### src/pin_port_map.vh
`ifndef PIN_PORT_MAP_VH
`define PIN_PORT_MAP_VH

// ------------------------------------------------------------
// port geometry
// ------------------------------------------------------------
`define NUM_PINS        32
`define PIN_IDX_W       5
`define NUM_EVENTS      4
`define FUNC_SEL_W      4
`define ANALOG_FUNC     4'h1

// ------------------------------------------------------------
// pad configuration field positions
// ------------------------------------------------------------
`define CFG_W           3
`define CFG_FUNC_EN     0
`define CFG_INPUT_EN    1
`define CFG_PULL_EN     2

// ------------------------------------------------------------
// software write operations
// ------------------------------------------------------------
`define OP_W            2
`define OP_WRITE        2'h0
`define OP_SET          2'h1
`define OP_CLEAR        2'h2
`define OP_TOGGLE       2'h3

// ------------------------------------------------------------
// event actions
// ------------------------------------------------------------
`define ACT_W           2
`define ACT_OUTPUT      2'h0
`define ACT_SET         2'h1
`define ACT_CLEAR       2'h2
`define ACT_TOGGLE      2'h3

// ------------------------------------------------------------
// reset values and timing
// ------------------------------------------------------------
`define RST_WORD        32'h00000000
`define RST_CFG         3'h0
`define RST_FUNC        4'h0
`define RST_EVENT_INPUT_CONTROL      8'h00
`define EVT_LATENCY_MAX 3

`endif

### src/event_pin_resolver.v
`timescale 1ns/100ps
`include "pin_port_map.vh"

// ------------------------------------------------------------
// per-pin merge of simultaneous event pulses
// ------------------------------------------------------------
// fixed priority: set over clear over toggle
module event_pin_resolver
(
	input  wire       cur_level,
	input  wire       hit_set,
	input  wire       hit_clear,
	input  wire       hit_toggle,
	output wire       apply,
	output wire       new_level
);

	assign apply     = hit_set | hit_clear | hit_toggle;
	assign new_level = hit_set   ? 1'b1 :
	                   hit_clear ? 1'b0 :
	                   ~cur_level;

endmodule

### src/secure_pin_port_events.v
// Function
// - non-secure writes to drive-enable or level ignored for secure pins
// - non-secure pad config or function writes blocked for secure pins
// - non-secure reads of secure pin bits return zero, no error
// - check flag sets while shadow and attribute registers differ
// - writing one clears check flag and deasserts port interrupt
// - analog function selection disables pad digital features
// - accept events possibly from another clock domain to control pins
// - output action makes pin follow event level
// - set, clear, toggle actions act on each detected event
// - output action no latency; others within three cycles of edge
// - action field per input; enable bit one enables, zero disables
// - every enabled action carried out for any incoming event
// - each event input targets exactly one pin by its select field
// - up to four events per pin yield one resulting action
// - reset leaves all lines input, buffers and pulls disabled
// - core-local pad bus accesses win; peripheral bus waits a cycle
// - each pin has security attribute; only secure reaches secured pins
`timescale 1ns/100ps
`include "pin_port_map.vh"

module secure_pin_port_events
(
	input  wire                       mclk,
	input  wire                       reset,
	// peripheral bus access
	input  wire                       apb_req,
	input  wire                       apb_secure,
	input  wire                       apb_write,
	input  wire [3:0]                 apb_sel,
	input  wire [1:0]                 apb_op,
	input  wire [31:0]                apb_wdata,
	input  wire [4:0]                 apb_pin,
	output wire                       apb_ready,
	output reg  [31:0]                apb_rdata,
	// core-local pad bus access
	input  wire                       lpb_req,
	input  wire                       lpb_secure,
	input  wire                       lpb_write,
	input  wire [3:0]                 lpb_sel,
	input  wire [1:0]                 lpb_op,
	input  wire [31:0]                lpb_wdata,
	input  wire [4:0]                 lpb_pin,
	output reg  [31:0]                lpb_rdata,
	// events
	input  wire [3:0]                 event_in,
	input  wire [31:0]                event_input_control,
	// pads
	input  wire [31:0]                pad_in,
	output wire [31:0]                pad_out,
	output wire [31:0]                pad_oe,
	output wire [31:0]                pad_input_en,
	output wire [31:0]                pad_pull_en,
	output wire [31:0]                pad_analog,
	output reg  [127:0]               pad_function_select,
	output wire                       port_irq,
	output reg                        irq_flag_reg
);

	// ------------------------------------------------------------
	// target selects
	// ------------------------------------------------------------
	localparam SEL_DIR    = 4'h0;
	localparam SEL_LEVEL  = 4'h1;
	localparam SEL_IN     = 4'h2;
	localparam SEL_ATTR   = 4'h3;
	localparam SEL_SHADOW = 4'h4;
	localparam SEL_CFG    = 4'h5;
	localparam SEL_FUNC   = 4'h6;
	localparam SEL_BULK   = 4'h7;
	localparam SEL_FLAG   = 4'h8;
	localparam SEL_IRQEN  = 4'h9;

	reg  [31:0]  drive_enable;
	reg  [31:0]  level;
	reg  [31:0]  pad_security_attr;
	reg  [31:0]  security_shadow_copy;
	reg  [95:0]  pad_config_reg;
	reg          irq_enable;
	reg  [31:0]  sample;
	reg  [3:0]   ev_s1;
	reg  [3:0]   ev_s2;
	reg  [3:0]   ev_s3;

	// ------------------------------------------------------------
	// bus arbitration
	// ------------------------------------------------------------
	wire        use_lpb = lpb_req;
	wire        acc_req = lpb_req | apb_req;
	wire        sec     = use_lpb ? lpb_secure : apb_secure;
	wire        wr      = use_lpb ? lpb_write : apb_write;
	wire [3:0]  sel     = use_lpb ? lpb_sel : apb_sel;
	wire [1:0]  op      = use_lpb ? lpb_op : apb_op;
	wire [31:0] wdata   = use_lpb ? lpb_wdata : apb_wdata;
	wire [4:0]  pin     = use_lpb ? lpb_pin : apb_pin;
	assign apb_ready = ~lpb_req;

	// secure masters see every pin, others only non-secure ones
	wire [31:0] vis     = sec ? 32'hFFFFFFFF : pad_security_attr;
	wire        pin_ok  = sec | pad_security_attr[pin];
	wire        do_wr   = acc_req & wr;

	function [31:0] apply_op;
		input [31:0] cur;
		input [31:0] val;
		input [1:0]  kind;
		input [31:0] mask;
		reg   [31:0] res;
		begin
			res = cur;
			case (kind)
				`OP_WRITE:  res = val;
				`OP_SET:    res = cur | val;
				`OP_CLEAR:  res = cur & ~val;
				`OP_TOGGLE: res = cur ^ val;
				default:    res = cur;
			endcase
			apply_op = (res & mask) | (cur & ~mask);
		end
	endfunction

	// ------------------------------------------------------------
	// event path
	// ------------------------------------------------------------
	// s1 only feeds s2; edge detect uses s2/s3
	always @(posedge mclk)
	begin
		if (reset)
		begin
			ev_s1 <= 4'h0;
			ev_s2 <= 4'h0;
			ev_s3 <= 4'h0;
		end
		else
		begin
			ev_s1 <= event_in;
			ev_s2 <= ev_s1;
			ev_s3 <= ev_s2;
		end
	end

	wire [3:0]  ev_rise = ev_s2 & ~ev_s3;
	reg  [31:0] hit_set;
	reg  [31:0] hit_clear;
	reg  [31:0] hit_toggle;
	reg  [31:0] follow_en;
	reg  [31:0] follow_val;
	integer     e;

	always @*
	begin
		hit_set    = 32'h0;
		hit_clear  = 32'h0;
		hit_toggle = 32'h0;
		follow_en  = 32'h0;
		follow_val = 32'h0;
		for (e = 0; e < `NUM_EVENTS; e = e + 1)
		begin
			// [7:6] action, [5] enable, [4:0] pin per input byte
			if (event_input_control[e*8+5])
			begin
				case (event_input_control[e*8+6 +: 2])
					`ACT_OUTPUT:
					begin
						follow_en[event_input_control[e*8 +: 5]] = 1'b1;
						follow_val[event_input_control[e*8 +: 5]] = event_in[e];
					end
					// or-merge: a quiet input must not mask a busy one
					`ACT_SET:
						hit_set[event_input_control[e*8 +: 5]] =
							hit_set[event_input_control[e*8 +: 5]] | ev_rise[e];
					`ACT_CLEAR:
						hit_clear[event_input_control[e*8 +: 5]] =
							hit_clear[event_input_control[e*8 +: 5]] | ev_rise[e];
					`ACT_TOGGLE:
						hit_toggle[event_input_control[e*8 +: 5]] =
							hit_toggle[event_input_control[e*8 +: 5]] | ev_rise[e];
					default:
						follow_en[0] = follow_en[0];
				endcase
			end
		end
	end

	wire [31:0] ev_apply;
	wire [31:0] ev_level;
	genvar g;
	generate
		for (g = 0; g < `NUM_PINS; g = g + 1)
		begin : pin_res
			event_pin_resolver u_res
			(
				.cur_level (level[g]),
				.hit_set   (hit_set[g]),
				.hit_clear (hit_clear[g]),
				.hit_toggle(hit_toggle[g]),
				.apply     (ev_apply[g]),
				.new_level (ev_level[g])
			);
		end
	endgenerate

	// ------------------------------------------------------------
	// register file
	// ------------------------------------------------------------
	wire [31:0] next_level = (do_wr && sel == SEL_LEVEL)
	                       ? apply_op(level, wdata, op, vis)
	                       : level;
	integer p;

	always @(posedge mclk)
	begin
		if (reset)
		begin
			drive_enable         <= `RST_WORD;
			level                <= `RST_WORD;
			pad_security_attr    <= `RST_WORD;
			security_shadow_copy <= `RST_WORD;
			pad_config_reg       <= {`NUM_PINS{`RST_CFG}};
			pad_function_select  <= {`NUM_PINS{`RST_FUNC}};
			irq_enable           <= 1'b0;
			irq_flag_reg         <= 1'b0;
			sample               <= `RST_WORD;
		end
		else
		begin
			sample <= pad_in;
			if (do_wr && sel == SEL_DIR)
				drive_enable <= apply_op(drive_enable, wdata, op, vis);
			// event pulses land on the third clock edge after the raw edge
			level <= (next_level & ~ev_apply) | (ev_level & ev_apply);
			if (do_wr && sec && sel == SEL_ATTR)
				pad_security_attr <= wdata;
			if (do_wr && sel == SEL_SHADOW)
				security_shadow_copy <= wdata;
			if (do_wr && sel == SEL_IRQEN && sec)
				irq_enable <= wdata[0];
			if (do_wr && sel == SEL_CFG && pin_ok)
				pad_config_reg[pin*3 +: 3] <= wdata[2:0];
			if (do_wr && sel == SEL_FUNC && pin_ok)
				pad_function_select[pin*4 +: 4] <= wdata[3:0];
			// bulk: [31:16] pin mask, [15] cfg, [14] func, [6:4] cfg, [3:0] func
			if (do_wr && sel == SEL_BULK)
			begin
				for (p = 0; p < `NUM_PINS; p = p + 1)
				begin
					if (wdata[16 + (p % 16)] && vis[p]
					    && (p / 16) == op[0])
					begin
						if (wdata[15])
							pad_config_reg[p*3 +: 3] <= wdata[6:4];
						if (wdata[14])
							pad_function_select[p*4 +: 4] <= wdata[3:0];
					end
				end
			end
			// set wins over a same-cycle clear
			if (pad_security_attr != security_shadow_copy)
				irq_flag_reg <= 1'b1;
			else if (do_wr && sel == SEL_FLAG && wdata[0])
				irq_flag_reg <= 1'b0;
		end
	end

	assign port_irq = irq_flag_reg & irq_enable;

	// ------------------------------------------------------------
	// pad drive
	// ------------------------------------------------------------
	generate
		for (g = 0; g < `NUM_PINS; g = g + 1)
		begin : pad_drv
			wire ana = pad_config_reg[g*3+`CFG_FUNC_EN] &&
			           pad_function_select[g*4 +: 4] == `ANALOG_FUNC;
			assign pad_analog[g]   = ana;
			assign pad_out[g]      = ana ? 1'b0 :
			                         follow_en[g] ? follow_val[g] :
			                         level[g];
			assign pad_oe[g]       = drive_enable[g] & ~ana;
			assign pad_input_en[g] = pad_config_reg[g*3+`CFG_INPUT_EN] & ~ana;
			assign pad_pull_en[g]  = pad_config_reg[g*3+`CFG_PULL_EN] & ~ana;
		end
	endgenerate

	// ------------------------------------------------------------
	// read path
	// ------------------------------------------------------------
	reg [31:0] rd;
	always @*
	begin
		rd = 32'h0;
		case (sel)
			SEL_DIR:    rd = drive_enable & vis;
			SEL_LEVEL:  rd = level & vis;
			SEL_IN:     rd = sample & vis;
			SEL_ATTR:   rd = pad_security_attr;
			SEL_SHADOW: rd = security_shadow_copy;
			SEL_CFG:    rd = pin_ok ? {29'h0, pad_config_reg[pin*3 +: 3]}
			                        : 32'h0;
			SEL_FUNC:   rd = pin_ok ? {28'h0, pad_function_select[pin*4 +: 4]}
			                        : 32'h0;
			SEL_FLAG:   rd = {31'h0, irq_flag_reg};
			SEL_IRQEN:  rd = {31'h0, irq_enable};
			default:    rd = 32'h0;
		endcase
	end

	always @(posedge mclk)
	begin
		if (reset)
		begin
			apb_rdata <= 32'h0;
			lpb_rdata <= 32'h0;
		end
		else
		begin
			if (use_lpb)
				lpb_rdata <= rd;
			else if (apb_req)
				apb_rdata <= rd;
		end
	end

endmodule

### config.mk
export PLATFORM = sky130hd
export DESIGN_NAME = secure_pin_port_events
export DESIGN_NICKNAME = d
export VERILOG_FILES = /design/src/event_pin_resolver.v /design/src/secure_pin_port_events.v
export VERILOG_INCLUDE_DIRS = /design/src
export SDC_FILE = /design/constraint.sdc
export NUM_CORES = 2
export LEC_CHECK = 0
export BUFFER_PORTS_ARGS = -buffer_cell sky130_fd_sc_hd__buf_2
export CAP_MARGIN = 20
export CORE_MARGIN = 1.5
export CORE_UTILIZATION = 60
export CTS_BUF_LIST = sky130_fd_sc_hd__clkbuf_16
export DETAILED_ROUTE_END_ITERATION = 8
export HOLD_SLACK_MARGIN = 0.1
export PLACE_DENSITY = 0.91
export RECOVER_POWER = 25
export SETUP_SLACK_MARGIN = 0.15
export SLEW_MARGIN = 20
export SYNTH_ARGS = -nofsm -noshare
export SYNTH_HDL_FRONTEND = slang
export SYNTH_HIERARCHICAL = 1
export SYNTH_SLANG_ARGS = --single-unit
### constraint.sdc
create_clock -name mclk -period 5.44 [get_ports mclk]
set_clock_uncertainty 0.15 [all_clocks]
set_input_delay 0.816 -clock mclk [delete_from_list [all_inputs] [get_ports mclk]]
set_output_delay 0.816 -clock mclk [all_outputs]
set_load 0.01 [all_outputs]
==> results of run 1 <==
Yosys cell counts, types with 18 or more instances:
cell,count
nor2_1,925
nand2_1,749
dfxtp_1,462
a21oi_1,449
clkbuf_1,394
o21ai_0,304
a211oi_1,261
nand3_1,172
nor3_1,158
mux2i_1,157
ha_1,133
nor2b_1,132
a311oi_1,104
a31oi_1,82
o211ai_1,81
inv_1,79
or3_1,77
a22oi_1,73
o31ai_1,58
nor4_1,55
buf_1,52
a22o_1,45
nand4_1,44
o221ai_1,42
xnor2_1,41
o21bai_1,39
and3_1,36
mux2_2,35
buf_4,34
buf_2,32
a221oi_1,28
nand2b_1,24
or2_2,22
o32ai_1,21
a21o_1,18
logic make-up after synthesis:
kind of cell,count (synthesis)
AOI/OAI and AO/OA,1767
xor gates and xnor gates,47
adders and majority gates,133
buffers and inverters,600
DFF,462
muxes,196
and+or+nand+nor,2510
what timing repair did:
action,4_1_cts
resized for setup,1
setup buffers,0
endpoints found under the setup margin,4
hold buffers,0
routing by layer:
| layer | GRT overflow | global-route usage [%] |
|---|---|---|
| met1 | 7 | 74.9 |
| met2 | 81 | 84.2 |
| met3 | 12 | 64.4 |
| met4 | 81 | 64.5 |
| met5 | 0 | 34.6 |
through the flow:
step	instance area [sq um]	instances	setup slack (ns)	setup TNS, ns	hold WS, ns
floorplan	38900	5715	0.373	0	0.264
global placement	45900	7225	-0.365	-7.08	0.265
detailed placement	45900	7226	-0.537	-13.12	0.275
CTS	47600	7316	0.153	0	0.220
==> summary.md, run 1 <==
| Metric | Value |
|---|---|
| Global-route wire length before repair | 367 mm |
| Area fraction in compound gates after synthesis | 30.2% |
| Yosys cell types | 97 |
| Initial Util | 60.5% |
| Cell taking the most area after synthesis | dfxtp_1 |
| Last stage | 5_1_grt |
| Chip width | 258 microns |
| Die height | 258 microns |
| Net Count, Synth | 6010 |
| CTS Buf Count | 49 |
| IO buf count | 516 |
| Largest family of logic cells by synthesized area | compound AO/OA/AOI/OAI gates |
| CTS sink count | 462 |
| Bufs on Longest Clock Path | 3 |
| H-tree Lvls | 2 |
| Post-Syn Area | 38900 sq um |
| # IOs | 517 |
| Post-synth EDFFs | 0 |
| Synth Instances | 5715 |
| Status | stopped before the end |
| Syn Area/Cell | 6.82 sq um |
| FFs w/ async S/R, synth | 0% |
| Yosys warnings | 6 |
| Mux cell area share after synthesis | 5.26% |
| DPL Wire Length | 167 mm |
| XOR/XNOR Fraction of Synth Area | 1.06% |
| Log Error | [ERROR GRT-0116] Global routing finished with congestion. Check the congestion regions in the DRC Viewer. |
| Post-Synth Simple-Gate Area | 29.2% |
| CTS Root Cell | clkbuf_16 |
| Largest net degree at the start of global routing | 186 |
| Row Count | 93 |
| Routability Congestion | 1.55 |
| Synth Area in Adders | 4.27% |
| Top cell type's share of synthesized area | 23.7% |
| Via count of the first global-routing pass | 55700 |
| Synthesized flop and latch total | 462 |
| Total Routing Usage GR | 72.7% |
| Sequential fraction of the synthesis area | 23.7% |
| Top cells by area, synth | dfxtp_1, nor2_1, nand2_1, a21oi_1, a211oi_1 |
| Gr ovfl total | 181 |
| Ys flop type | dfxtp_1 |
==> inputs of run 2 (changes only) <==
--- a/config.mk
+++ b/config.mk
@@ -9,13 +9,10 @@
 export BUFFER_PORTS_ARGS = -buffer_cell sky130_fd_sc_hd__buf_2
 export CAP_MARGIN = 20
 export CORE_MARGIN = 1.5
-export CORE_UTILIZATION = 60
-export CTS_BUF_LIST = sky130_fd_sc_hd__clkbuf_16
+export CORE_UTILIZATION = 40
 export DETAILED_ROUTE_END_ITERATION = 8
-export HOLD_SLACK_MARGIN = 0.1
-export PLACE_DENSITY = 0.91
+export PLACE_DENSITY_LB_ADDON = 0.15
 export RECOVER_POWER = 25
-export SETUP_SLACK_MARGIN = 0.15
 export SLEW_MARGIN = 20
 export SYNTH_ARGS = -nofsm -noshare
 export SYNTH_HDL_FRONTEND = slang
==> run 2 against run 1 <==
The flow now finishes, with violations (design-rule violations, max-capacitance violations, max-slew violations, negative setup slack). Synthesized cell count stayed put. Synthesized area stayed put.
==> summary.md, run 2 <==
| Metric | Value |
|---|---|
| Status | finished with violations |
| Failing checks | design-rule violations, max-capacitance violations, max-slew violations, negative setup slack |
| Global-route wire length before repair | 381 mm |
| CTS Root Cell | clkbuf_16 |
| Max IR drop VDD | 0.000239 V |
| Max-slew violations | 183 |
| Ys flop type | dfxtp_1 |
| Clock latency on the worst-skew pair | 0.68 ns |
| Chip width | 315 microns (+22%) |
| Placed cells | 7943 (+9.9%) |
| Power per cell area | 196 nW/um^2 |
| RSZ-0062 raised after global routing | false |
| Most common cell in the synthesized netlist | nor2_1 |
| Most common cell after layout, fill and taps aside | nor2_1 |
| Row Count | 114 (+23%) |
| Die height | 315 microns (+22%) |
| Sequential fraction of the synthesis area | 23.7% (unchanged) |
| Clock transition at path regs | 0.06 ns |
| Final core occ | 52.7% |
| CTS tree | done |
| Total Routing Usage GR | 54.2% |
| Cell taking the most area after synthesis | dfxtp_1 |
| Achievable Freq | 182 MHz |
| Max cap viols | 3 |
| GR Util met2 | 70.8% |
| Post-Syn Area | 38900 sq um (unchanged) |
| Sequential share of power | 35.1% |
| Starting DRC count in detailed routing | 9891 |
| CTS hold repair buffers | 0 (unchanged) |
| P_leak | 0.0199 uW |
| Yosys cell types | 97 (unchanged) |
| Post-synth EDFFs | 0 (unchanged) |
| CTS Buf Count | 53 (+8.2%) |
| Wirelength per Cell | 35.0 microns |
| Slew of the pin with the lowest slew margin | 3.87 ns |
| Top cell type's share of synthesized area | 23.7% (unchanged) |
| Gr ovfl total | 0 |
| Synth Instances | 5715 (unchanged) |
| Net Count, Synth | 6010 (unchanged) |
| DPL Wire Length | 223 mm (+34%) |
| Final period util | 101% |
| Via count of the first global-routing pass | 47800 |
| Final wirelength | 282 mm |
| Crit path arrival time | 4.52 ns |
| Area Overhead vs Synth | 30.7% |
| Synthesized flop and latch total | 462 (unchanged) |
| Non-filler cells, final | 8073 |
| Final nets | 7023 |
| Via count | 54700 |
| CP max FO | 6 |
| Vias per inst | 6.78 |
| Sw Pwr | 3490 uW |
| Hold Vio Cnt, Final | 0 |
| Initial antenna violation count | 37 |
| Switching Share | 35.0% |
| Gate power share | 24.5% |
| Commonest cells after routing, fill and taps aside | nor2_1, buf_4, nand2_1, dfxtp_1, a21oi_1 |
| FFs w/ async S/R, synth | 0% (unchanged) |
| Grt met3 use | 26.3% |
| Kind of end point of the critical path | primary output |
| Pre-antenna DRT Iters | 9 |
| Layout cells sized above 1 | 23.1% |
| Post-synth top cells | nor2_1, nand2_1, dfxtp_1 |
| IO buf count | 516 (unchanged) |
| Largest net degree at the start of global routing | 162 |
| Clock network power share | 40.3% |
| CORE AREA | 96600 sq um |
| Final min period | 5.49 ns |
| Bufs on Longest Clock Path | 3 (unchanged) |
| Kind of critical path | in2out |
| Yosys warnings | 6 (unchanged) |
| Slew headroom | -158% |
| Hold slack | 0.211 ns |
| Critical path startpoint category | primary input |
| Pre-CTS WS | -0.633 ns (-0.0961 ns) |
| Setup WS post-layout | -0.0496 ns |
| Initial Util | 40.3% (-20 points) |
| Syn Area/Cell | 6.82 sq um (unchanged) |
| Internal | 6500 uW |
| CTS sink count | 462 (unchanged) |
| M1 GR Usage | 69.2% |
| Die area | 99300 sq um |
| Drt drc | 39 |
| Required @ worst endpoint | 4.47 ns |
| Top cells by area, synth | dfxtp_1, nor2_1, nand2_1, a21oi_1, a211oi_1 |
| Final instance area | 50900 sq um |
| DP Area | 49100 sq um (+6.8%) |
| # IOs | 517 (unchanged) |
| Routability Congestion | 1.11 (-28%) |
| H-tree Lvls | 2 (unchanged) |
| # setup viols final | 1 |
| Routed Antenna Nets | 0 |
| Worst min path class | in2reg |
| Grt peak-use layer | met2 |
[run 2: worst max-delay path, stage by stage]
cell      delay, ns
buf_2          0.13
buf_4          0.14
buf_4          0.13
nor3b_1        0.85
and3b_1        0.73
nand2_1        0.15
mux2i_1        0.15
o21ai_0        0.12
o31ai_1        0.09
a21oi_1        0.12
a31oi_1        0.06
a211oi_1       0.74
buf_2          0.29
[run 2: logic make-up (layout without fill, tap and decap cells)]
group	Yosys count	count (layout)	share of synthesized area [%]
fa+ha+maj	133	133	4.27
xor+xnor	47	47	1.06
mux	196	196	5.26
other cells	0	24	0
simple gates	2510	2510	29.2
compound gates	1767	1767	30.2
buf+inv	600	1658	6.24
flops	462	462	23.7
[run 2: layout make-up]
class | count | area, sq um
Antenna cell | 24 | 60.1
Inverter | 87 | 329
Fill cell | 9717 | 45700
Sequential cell | 462 | 9250
Clock buffer | 74 | 1540
Multi-Input combinational cell | 4653 | 27700
Timing Repair Buffer | 1471 | 10000
Clock inverter | 26 | 390
Tap cell | 1276 | 1600
[run 2: final timing paths]
path | start | endpoint | slack, ns | depth (start not counted)
setup reg to reg | ev_s2[0]$_SDFF_PP0_ | flop | 0.07 | 23
setup / recovery | event_input_control[7] | pad_out[18] | -0.05 | 13
hold reg to reg | ev_s1[2]$_SDFF_PP0_ | ev_s2[2]$_SDFF_PP0_ | 0.24 | 1
hold / removal | pad_in[29] | sample[29]$_SDFF_PP0_ | 0.21 | 2
[run 2: per-stage QoR]
step                      TNS, ns  power, uW
after floorplan                 0       4670
after global placement     -14.44       5850
after detailed placement   -13.44       5850
after CTS                       0       9790
after global routing            0      10100
final                     -0.0496       9990
[run 2: power by group through the flow]
| stage | Clock [uW] | Sequential (uW) | Combinational (uW) |
|---|---|---|---|
| detailed placement | 0 | 3580 | 2270 |
| global placement | 0 | 3580 | 2270 |
| finish | 4030 | 3510 | 2450 |
| global route | 4130 | 3510 | 2480 |
| CTS | 4000 | 3510 | 2280 |
| floorplan | 0 | 3570 | 1100 |
[run 2: repair_timing]
action                     in CTS  in global routing
buffers inserted                0                  0
cloned                          0                  0
setup endpoints to repair       4                 23
pin swaps                       0                  0
gates resized for setup         1                  6
[run 2: per-layer routing]
metal | routed length, microns | vias to the layer above
met3 | 47600 | 1083
met5 | 262 | -
li1 | - | 22900
met1 | 107000 | 25800
met4 | 23000 | 42
met2 | 105000 | 4919
Note: power is estimated with default switching activity, not from simulation.
